$ cat src/rtl/pulse_pkg.sv
/*
  Shared constants for the pulse width measurer and pulse emitter:
  counting unit, timeout length, field widths and state encodings.
  Assumes a single system clock of 10 MHz; the unit is a fixed count of clocks.
*/
package pulse_pkg;

  // ---------------------------------------------------------------
  // clock and counting unit
  // ---------------------------------------------------------------
  localparam int CLK_PERIOD_NS = 100;    // system clock period, 10 MHz
  localparam int REF_CLK_MHZ   = 4;      // reference clock for the unit
  localparam int UNIT_TIME_NS  = 10000;  // 10 us unit at the reference clock
  // the unit is a fixed number of clocks, so it scales with the clock
  localparam int UNIT_CYCLES   = (UNIT_TIME_NS * REF_CLK_MHZ) / 1000;
  localparam int UNIT_CNT_W    = 6;
  localparam logic [UNIT_CNT_W-1:0] UNIT_LAST = UNIT_CNT_W'(UNIT_CYCLES - 1);

  // ---------------------------------------------------------------
  // widths, limits and timeout
  // ---------------------------------------------------------------
  localparam int RESULT_W      = 16;
  localparam int WAIT_W        = 17;
  localparam int TIMEOUT_UNITS = 65536;  // 0.65536 s at the reference clock
  localparam logic [RESULT_W-1:0] WIDTH_MAX  = 16'hFFFF;
  localparam logic [RESULT_W-1:0] WIDTH_ZERO = 16'h0000;
  localparam logic [RESULT_W-1:0] WIDTH_ONE  = 16'h0001;
  localparam int SYNC_STAGES   = 3;
  localparam int PIN_MEAS      = 0;      // index of the measured pin
  localparam int PIN_GEN       = 1;      // index of the emitter pin

  // ---------------------------------------------------------------
  // state encodings, gray from M_IDLE to M_ARM to M_TIME
  // ---------------------------------------------------------------
  typedef enum logic [1:0] {
    M_IDLE = 2'h0,
    M_ARM  = 2'h1,
    M_TIME = 2'h3
  } meas_state_e;

  typedef enum logic [0:0] {
    G_IDLE  = 1'h0,
    G_PULSE = 1'h1
  } gen_state_e;

endpackage

$ cat src/rtl/unit_tick.sv
/*
  Unit tick generator: one tick every UNIT_CYCLES clocks while run is high.
  Assumes clr and run come from logic on clk_sys; tick is combinational.
*/
`timescale 1ns/10ps
`default_nettype none

module unit_tick
  import pulse_pkg::*;
(
  input  wire logic clk_sys,
  input  wire logic rst_n,
  input  wire logic run,
  input  wire logic clr,
  output logic      tick
);

  logic [UNIT_CNT_W-1:0] cnt_reg;
  logic [UNIT_CNT_W-1:0] cnt_next;

  // ---------------------------------------------------------------
  // unit counter
  // ---------------------------------------------------------------
  // tick on the last clock of each unit
  assign tick = run && !clr && (cnt_reg == UNIT_LAST);

  // next count, restarted by clr
  always_comb begin
    cnt_next = cnt_reg;
    if (clr || !run || tick) begin
      cnt_next = '0;
    end else begin
      cnt_next = cnt_reg + UNIT_CNT_W'(1);
    end
  end

  // register
  always_ff @(posedge clk_sys) begin
    if (!rst_n) begin
      cnt_reg <= '0;
    end else begin
      cnt_reg <= cnt_next;
    end
  end

  // ---------------------------------------------------------------
  // checks
  // ---------------------------------------------------------------
  property p_unit_len;
    @(posedge clk_sys) disable iff (!rst_n)
      (tick && run) |-> ($past(cnt_reg) == UNIT_LAST - UNIT_CNT_W'(1)) || $past(clr);
  endproperty
  a_unit_len: assert property (p_unit_len) else $error("unit tick out of step");

endmodule
`default_nettype wire

$ cat src/rtl/pulse_width_measure_and_emit.sv
/*
  Pulse width measurement on one input pin and timed pulse emission on one
  two-way pin, both counting in units of UNIT_CYCLES system clocks.
  Assumes pins are asynchronous to clk_sys; commands come from clk_sys logic.
*/
`timescale 1ns/10ps
`default_nettype none

// Notes on behaviour
// - edge select one: timing starts on a low to high transition only
// - edge select zero: timing starts on a high to low transition only
// - width counts in 10 us units at 4 MHz, i.e. fixed clocks per unit
// - result is a 16-bit word, valid widths one to 65535 units
// - no pulse completed within 65536 units: stop and report zero
// - unit and timeout shrink in proportion as the clock speeds up
// - emitted pulse lasts programmed count, 0 to 65535, times the unit
// - emitted pulse is the opposite of the pin's current level
// - emitter turns the pin to output itself; user should preset output
module pulse_width_measure_and_emit
  import pulse_pkg::*;
#(
  parameter int TIMEOUT_LEN = TIMEOUT_UNITS
)
(
  input  wire logic                clk_sys,
  input  wire logic                rst_n,
  input  wire logic                meas_start,
  input  wire logic                meas_edge_sel,
  input  wire logic                meas_pin_in,
  output logic                     meas_busy,
  output logic                     meas_done,
  output logic                     meas_timeout,
  output logic [RESULT_W-1:0]      meas_result,
  input  wire logic                gen_start,
  input  wire logic [RESULT_W-1:0] gen_count,
  input  wire logic                gen_pin_in,
  output logic                     gen_pin_out,
  output logic                     gen_pin_oe,
  output logic                     gen_busy,
  output logic                     gen_done
);

  // ---------------------------------------------------------------
  // pin synchronisers and level filters
  // ---------------------------------------------------------------
  logic [1:0] pin_raw;
  logic [1:0] lvl;
  logic [1:0] agree;

  assign pin_raw[PIN_MEAS] = meas_pin_in;
  assign pin_raw[PIN_GEN]  = gen_pin_in;

  genvar gi;
  generate
    for (gi = 0; gi < 2; gi++) begin : g_pin
      logic [SYNC_STAGES-1:0] sync_reg;
      logic [SYNC_STAGES-1:0] sync_next;
      logic                   lvl_reg;
      logic                   lvl_next;
      // shift in; the level moves only when stages two and three agree
      always_comb begin
        sync_next = {sync_reg[SYNC_STAGES-2:0], pin_raw[gi]};
        lvl_next  = lvl_reg;
        if (sync_reg[1] == sync_reg[2]) begin
          lvl_next = sync_reg[2];
        end
      end
      always_ff @(posedge clk_sys) begin
        if (!rst_n) begin
          sync_reg <= '0;
          lvl_reg  <= 1'b0;
        end else begin
          sync_reg <= sync_next;
          lvl_reg  <= lvl_next;
        end
      end
      assign lvl[gi]   = lvl_reg;
      assign agree[gi] = (sync_reg[1] == sync_reg[2]);
    end
  endgenerate

  // edges on the measured pin, seen one clock before the level moves
  logic rise_w;
  logic fall_w;
  assign rise_w = agree[PIN_MEAS] && g_pin[PIN_MEAS].sync_reg[2] && !lvl[PIN_MEAS];
  assign fall_w = agree[PIN_MEAS] && !g_pin[PIN_MEAS].sync_reg[2] && lvl[PIN_MEAS];

  // ---------------------------------------------------------------
  // measurement
  // ---------------------------------------------------------------
  meas_state_e         m_st_reg, m_st_next;
  logic                pol_reg, pol_next;
  logic [WAIT_W-1:0]   wait_reg, wait_next;
  logic [RESULT_W-1:0] width_reg, width_next;
  logic [RESULT_W-1:0] mres_reg, mres_next;
  logic                mbusy_reg, mbusy_next;
  logic                mdone_reg, mdone_next;
  logic                mto_reg, mto_next;
  logic                m_tick;
  logic                m_clr;
  logic                start_edge;
  logic                stop_edge;

  assign start_edge = pol_reg ? rise_w : fall_w;
  assign stop_edge  = pol_reg ? fall_w : rise_w;
  assign m_clr      = (m_st_reg == M_IDLE) || (m_st_reg == M_ARM && start_edge);

  unit_tick u_meas_tick (
    .clk_sys (clk_sys),
    .rst_n   (rst_n),
    .run     (m_st_reg != M_IDLE),
    .clr     (m_clr),
    .tick    (m_tick)
  );

  // next state of the measurement
  always_comb begin
    m_st_next  = m_st_reg;
    pol_next   = pol_reg;
    wait_next  = wait_reg;
    width_next = width_reg;
    mres_next  = mres_reg;
    mdone_next = 1'b0;
    mto_next   = mto_reg;
    case (m_st_reg)
      M_IDLE: begin
        if (meas_start) begin
          m_st_next = M_ARM;
          pol_next  = meas_edge_sel;
          wait_next = '0;
        end
      end
      M_ARM: begin
        if (start_edge) begin
          m_st_next  = M_TIME;
          width_next = WIDTH_ONE;
        end else if (m_tick) begin
          wait_next = wait_reg + WAIT_W'(1);
          if (wait_reg == WAIT_W'(TIMEOUT_LEN - 1)) begin
            m_st_next  = M_IDLE;
            mres_next  = WIDTH_ZERO;
            mto_next   = 1'b1;
            mdone_next = 1'b1;
          end
        end
      end
      M_TIME: begin
        if (stop_edge) begin
          m_st_next  = M_IDLE;
          mres_next  = width_reg;
          mto_next   = 1'b0;
          mdone_next = 1'b1;
        end else if (m_tick) begin
          if (width_reg == WIDTH_MAX) begin
            m_st_next  = M_IDLE;
            mres_next  = WIDTH_ZERO;
            mto_next   = 1'b1;
            mdone_next = 1'b1;
          end else begin
            width_next = width_reg + WIDTH_ONE;
          end
        end
      end
      default: begin
        m_st_next = M_IDLE;
      end
    endcase
    mbusy_next = (m_st_next != M_IDLE);
  end

  // measurement registers
  always_ff @(posedge clk_sys) begin
    if (!rst_n) begin
      m_st_reg  <= M_IDLE;
      pol_reg   <= 1'b0;
      wait_reg  <= '0;
      width_reg <= '0;
      mres_reg  <= '0;
      mbusy_reg <= 1'b0;
      mdone_reg <= 1'b0;
      mto_reg   <= 1'b0;
    end else begin
      m_st_reg  <= m_st_next;
      pol_reg   <= pol_next;
      wait_reg  <= wait_next;
      width_reg <= width_next;
      mres_reg  <= mres_next;
      mbusy_reg <= mbusy_next;
      mdone_reg <= mdone_next;
      mto_reg   <= mto_next;
    end
  end

  assign meas_busy    = mbusy_reg;
  assign meas_done    = mdone_reg;
  assign meas_timeout = mto_reg;
  assign meas_result  = mres_reg;

  // ---------------------------------------------------------------
  // pulse emitter
  // ---------------------------------------------------------------
  gen_state_e          g_st_reg, g_st_next;
  logic [RESULT_W-1:0] left_reg, left_next;
  logic                base_reg, base_next;
  logic                out_reg, out_next;
  logic                oe_reg, oe_next;
  logic                gdone_reg, gdone_next;
  logic                g_tick;
  logic                g_go;
  logic                level_now;

  // present pin level: own drive if already output, else the pin
  assign level_now = oe_reg ? out_reg : lvl[PIN_GEN];
  assign g_go      = (g_st_reg == G_IDLE) && gen_start;

  unit_tick u_gen_tick (
    .clk_sys (clk_sys),
    .rst_n   (rst_n),
    .run     (g_st_reg == G_PULSE),
    .clr     (g_go),
    .tick    (g_tick)
  );

  // next state of the emitter
  always_comb begin
    g_st_next  = g_st_reg;
    left_next  = left_reg;
    base_next  = base_reg;
    out_next   = out_reg;
    oe_next    = oe_reg;
    gdone_next = 1'b0;
    case (g_st_reg)
      G_IDLE: begin
        if (gen_start) begin
          oe_next   = 1'b1;
          base_next = level_now;
          left_next = gen_count;
          if (gen_count == WIDTH_ZERO) begin
            out_next   = level_now;
            gdone_next = 1'b1;
          end else begin
            out_next  = !level_now;
            g_st_next = G_PULSE;
          end
        end
      end
      G_PULSE: begin
        if (g_tick) begin
          left_next = left_reg - WIDTH_ONE;
          if (left_reg == WIDTH_ONE) begin
            out_next   = base_reg;
            gdone_next = 1'b1;
            g_st_next  = G_IDLE;
          end
        end
      end
      default: begin
        g_st_next = G_IDLE;
      end
    endcase
  end

  // emitter registers
  always_ff @(posedge clk_sys) begin
    if (!rst_n) begin
      g_st_reg  <= G_IDLE;
      left_reg  <= '0;
      base_reg  <= 1'b0;
      out_reg   <= 1'b0;
      oe_reg    <= 1'b0;
      gdone_reg <= 1'b0;
    end else begin
      g_st_reg  <= g_st_next;
      left_reg  <= left_next;
      base_reg  <= base_next;
      out_reg   <= out_next;
      oe_reg    <= oe_next;
      gdone_reg <= gdone_next;
    end
  end

  assign gen_pin_out = out_reg;
  assign gen_pin_oe  = oe_reg;
  assign gen_busy    = (g_st_reg == G_PULSE);
  assign gen_done    = gdone_reg;

  // ---------------------------------------------------------------
  // checks
  // ---------------------------------------------------------------
  property p_rise_start;
    @(posedge clk_sys) disable iff (!rst_n)
      (m_st_reg == M_ARM && pol_reg && m_st_next == M_TIME) |=> lvl[PIN_MEAS];
  endproperty
  a_rise_start: assert property (p_rise_start) else $error("rise start missed");

  property p_fall_start;
    @(posedge clk_sys) disable iff (!rst_n)
      (m_st_reg == M_ARM && !pol_reg && m_st_next == M_TIME) |=> !lvl[PIN_MEAS];
  endproperty
  a_fall_start: assert property (p_fall_start) else $error("fall start missed");

  property p_unit_one;
    @(posedge clk_sys) disable iff (!rst_n)
      (g_go && gen_count == WIDTH_ONE) |-> ##40 gen_busy ##1 !gen_busy;
  endproperty
  a_unit_one: assert property (p_unit_one) else $error("one unit pulse wrong");

  property p_good_result;
    @(posedge clk_sys) disable iff (!rst_n)
      (meas_done && !meas_timeout) |-> (meas_result != WIDTH_ZERO);
  endproperty
  a_good_result: assert property (p_good_result) else $error("zero good result");

  property p_timeout_zero;
    @(posedge clk_sys) disable iff (!rst_n)
      (meas_done && meas_timeout) |-> (meas_result == WIDTH_ZERO) && !meas_busy;
  endproperty
  a_timeout_zero: assert property (p_timeout_zero) else $error("timeout not zero");

  property p_wait_end;
    @(posedge clk_sys) disable iff (!rst_n)
      (m_st_reg == M_ARM && !start_edge && m_tick && wait_reg == WAIT_W'(TIMEOUT_LEN - 1))
      |=> meas_done && meas_timeout;
  endproperty
  a_wait_end: assert property (p_wait_end) else $error("wait timeout missed");

  property p_two_units;
    @(posedge clk_sys) disable iff (!rst_n)
      (g_go && gen_count == 16'h0002) |-> ##80 gen_busy ##1 (!gen_busy && gen_done);
  endproperty
  a_two_units: assert property (p_two_units) else $error("two unit pulse wrong");

  property p_invert;
    @(posedge clk_sys) disable iff (!rst_n)
      (g_go && gen_count != WIDTH_ZERO) |=> (gen_pin_out == !$past(level_now));
  endproperty
  a_invert: assert property (p_invert) else $error("pulse not inverted");

  property p_drive;
    @(posedge clk_sys) disable iff (!rst_n)
      g_go |=> gen_pin_oe;
  endproperty
  a_drive: assert property (p_drive) else $error("pin not turned output");

  property p_restore;
    @(posedge clk_sys) disable iff (!rst_n)
      $fell(gen_busy) |-> (gen_pin_out == base_reg) && gen_done;
  endproperty
  a_restore: assert property (p_restore) else $error("level not restored");

  property p_stop;
    @(posedge clk_sys) disable iff (!rst_n)
      (m_st_reg == M_TIME && stop_edge) |=> meas_done && !meas_timeout && !meas_busy;
  endproperty
  a_stop: assert property (p_stop) else $error("timing did not stop");

  c_meas_ok: cover property (@(posedge clk_sys) disable iff (!rst_n) meas_done && !meas_timeout);
  c_meas_to: cover property (@(posedge clk_sys) disable iff (!rst_n) meas_done && meas_timeout);
  c_gen_done: cover property (@(posedge clk_sys) disable iff (!rst_n) $fell(gen_busy));

endmodule
`default_nettype wire

$ cat config.mk
export PLATFORM = sky130hd
export DESIGN_NAME = pulse_width_measure_and_emit
export DESIGN_NICKNAME = d
export VERILOG_FILES = /design/src/rtl/pulse_pkg.sv /design/src/rtl/unit_tick.sv /design/src/rtl/pulse_width_measure_and_emit.sv
export SDC_FILE = /design/constraint.sdc
export NUM_CORES = 1
export LEC_CHECK = 0
export ABC_CLOCK_PERIOD_IN_PS = 1900
export BUFFER_PORTS_ARGS = -buffer_cell sky130_fd_sc_hd__buf_2
export CORE_MARGIN = 4
export CORE_UTILIZATION = 41
export DETAILED_ROUTE_END_ITERATION = 10
export GPL_ROUTABILITY_DRIVEN = 0
export SLEW_MARGIN = 20
export SYNTH_ARGS = -nofsm -noshare
export SYNTH_HDL_FRONTEND = slang
export SYNTH_SLANG_ARGS = --single-unit
$ cat constraint.sdc
create_clock -name clk_sys -period 1.9 [get_ports clk_sys]
set_clock_uncertainty 0.15 [all_clocks]
set_input_delay 0.19 -clock clk_sys [delete_from_list [all_inputs] [get_ports clk_sys]]
set_output_delay 0.19 -clock clk_sys [all_outputs]
set_load 0.02 [all_outputs]
==> results.yml <==
sta:
  post-route-period-util: 1.08
  hold_ws_ps: 28.0
  max_slew_margin: 0.632
  fmax_mhz: 487
  setup_violations: 42
  post-route-min-period_ps: 2050
  worst_pin_slew_ps: 549
  drv_slew: 0
  rsz0062_at_grt: "true"
  hold_viol_final: 0
  setup_slack_ps: -153
setup_path:
  start_kind: "flop"
  cp.arrival_ps: 2130
  max_stage_delay_ps: 370
  critPathRequiredTime_ps: 1980
  crit_chain: "inv_4 -> ha_4 -> nand3b_4 -> a211o_4 -> and2_4 -> buf_4 -> o31ai_1 -> a21oi_2"
  crit_type: "reg -> reg"
  slowest_stage: "a211o_4"
  r2r_slack_ps: -150
  endpoint_kind: "flop"
  cp_max_fo: 6
synthesis:
  seq_area_frac_synth: 0.416
  synth_cell_type_count: 62
  synth_top_area_frac: 0.416
  synthAdderAreaFrac: 0.0244
  synthesis.nets: 572
  ys_ff_latch: 96
  yosysWarnings: 0
  synth-compound-area-share: 0.204
  synthMuxAreaShare: 0.0198
  synth_edf_count: 0
  synth_top_area_cell: "dfxtp_1"
  synth_xor_area_frac: 0.0493
  ys_async_sr_fraction: 0
  avgSynthCellArea_um2: 8.55
  ys_top_cells_by_area: "dfxtp_1 (42%), a21oi_1 (5.6%), xnor2_1 (4.2%), nand2_1 (4.1%), o31ai_1 (3.9%)"
  synth_top_family_by_area: "simple AND/OR/NAND/NOR gates"
  synth_area_mm2: 0.00462
  syn_inst: 540
  yosys_most_used_dff: "dfxtp_1"
  synth-simple-area-share: 0.248
global_routing:
  grt_pass1_wl_um: 22400
  grt-ovfl-total: 0
  use_met1: 0.256
  grtUsageMet2: 0.368
  antenna_found_initial: 0
  grt_max_degree: 20
  grt.busiest_layer: "met2"
  track_usage: 0.211
  use_met3: 0.0296
  grt_pass1_vias: 4805
place:
  dpl_cell_area_mm2: 0.00596
  dp_hpwl_um: 9240
  post-place-ws_ps: -234
  port_buffers: 45
routing:
  antenna_left: 0
  drtPass1Iterations: 4
  drc: 0
  wl_per_cell_um: 16.2
  viasPerCell: 5.60
  vias: 4869
  drt_iter0_markers: 229
  routed_wl_um: 14100
pwr:
  irDropWorstVdd_mv: 0.419
  leakage_nw: 2.68
  p_per_area_mw_per_mm2: 651
  p_total_mw: 4.66
finish:
  fin_area_mm2: 0.00717
  diodes: 0
  syn_to_final_growth_pct: 55.3
  drive_above_1_share: 0.449
  finalNetCount: 757
  largest_reg_flops: 17
clocking:
  cts_made_buffers: 9
  clock_sinks: 96
  cts.htree.levels: 3
  clkSlewWorstSetupHoldPaths_ps: 70
  clockBufferDepth: 2
  worstSkewPairLatency_ps: 350
  root_buffer: "clkbuf_16"
  tritoncts: "yes"
die:
  fp.dieW_um: 114
  num_rows: 38
  coreArea_mm2: 0.0109
  start_util: 0.422
  io_pins: 46
  dieArea_mm2: 0.0130
  die_h_um: 114
status:
  violations: "setup timing"
  status: "complete, but fails checks"
hold_path:
  holdCritPathClass: "in -> reg"
flow_run:
  cap_violations: 0
layer usage:
metal	vias up	wire length, um
met5	-	0
met4	0	373
met3	28	498
met2	104	7120
met1	2355	6120
li1	2382	-
cells in the mapped netlist, types with 2 or more instances:
| cell type | number |
|---|---|
| a2111oi_0 | 7 |
| a211o_1 | 2 |
| a211oi_1 | 7 |
| a21oi_1 | 52 |
| a221oi_1 | 2 |
| a22oi_1 | 2 |
| a311oi_1 | 2 |
| a31oi_1 | 4 |
| a32o_1 | 2 |
| and2_1 | 8 |
| and3_1 | 6 |
| and4_1 | 5 |
| buf_1 | 3 |
| buf_2 | 3 |
| clkbuf_1 | 19 |
| dfxtp_1 | 96 |
| ha_1 | 9 |
| inv_1 | 16 |
| mux2i_1 | 8 |
| nand2_1 | 50 |
| nand2b_1 | 4 |
| nand3_1 | 26 |
| nand3b_4 | 2 |
| nand4_1 | 11 |
| nand4b_1 | 2 |
| nor2_1 | 45 |
| nor2b_1 | 3 |
| nor3_1 | 16 |
| nor4_1 | 11 |
| nor4b_1 | 2 |
| o2111ai_1 | 2 |
| o211a_1 | 2 |
| o21a_1 | 4 |
| o21ai_0 | 17 |
| o311ai_0 | 2 |
| o31a_1 | 2 |
| o31ai_1 | 24 |
| or3_1 | 7 |
| or4_1 | 8 |
| xnor2_1 | 22 |
| xor2_1 | 4 |
critical path, delay by kind of cell, from the launching register on:
family          cells  cell delay [ps]
compound gates      3              790
fa+ha+maj           1              140
buf+inv             2              190
flops               1              360
simple gates        2              300
area by class of cell:
type,instances,area [um2]
fill,902,3770
timing repair buffer,199,1500
inverter,16,62.6
sequential,96,1950
clock buffer,13,250
tap,140,175
multi-input combinational,403,3210
clock inverter,3,17.5
stage by stage:
step / utilization / instances / setup TNS (ps)
2_1_floorplan: - / 540 / -2210
3_3_place_gp: 0.545 / 821 / -4440
3_5_place_dp: 0.545 / 821 / -6690
4_1_cts: 0.608 / 853 / -3950
5_1_grt: 0.655 / 870 / -6870
6_report: 0.655 / 870 / -3460
what timing repair did:
item / in CTS / in global routing
hold buffers: 5 / 0
gates cloned: 1 / 1
pin swaps: 27 / 33
endpoints found under the setup margin: 57 / 66
buffers inserted: 10 / 16
resized for setup: 66 / 79
hold endpoints to repair: 5 / 0
cell usage in the layout, fill, tap and decap left out, drive strengths merged, types with 3 or more instances in the layout:
cell	instances
a2111oi	7
a211oi	8
a21oi	52
a31oi	4
and2	10
and3	6
and4	5
buf	194
clkbuf	13
dfxtp	96
dlygate4sd3	5
ha	9
inv	16
mux2i	8
nand2	50
nand2b	4
nand3	26
nand3b	3
nand4	12
nor2	46
nor2b	3
nor3	16
nor4	11
o21a	4
o21ai	17
o31ai	24
or3	7
or4	8
xnor2	22
xor2	4
final timing paths:
check / endpoint / from / cells after the start
setup / recovery: width_reg[11]$_SDFFE_PN0P_ / g_pin[0].sync_reg[2]$_SDFF_PN0_ / 8
hold / removal: pol_reg$_SDFFE_PN0P_ / meas_start / 3
hold reg to reg: g_pin[1].sync_reg[1]$_SDFF_PN0_ / g_pin[1].sync_reg[0]$_SDFF_PN0_ / 1
setup reg to reg: width_reg[11]$_SDFFE_PN0P_ / g_pin[0].sync_reg[2]$_SDFF_PN0_ / 8
power breakdown:
group	internal (mW)	switching (mW)
Clock	0.921	0.780
Sequential	2.08	0.0803
Combinational	0.384	0.418
Total	3.38	1.28
cell families after synthesis:
logic type,Yosys count
XOR/XNOR,26
multiplexers,9
AND/OR/NAND/NOR,215
adder cells (fa/ha/maj),9
AO/OA/AOI/OAI,142
flip-flops,96
buffers and inverters,43
No activity file was read; power rests on OpenSTA's default activity.
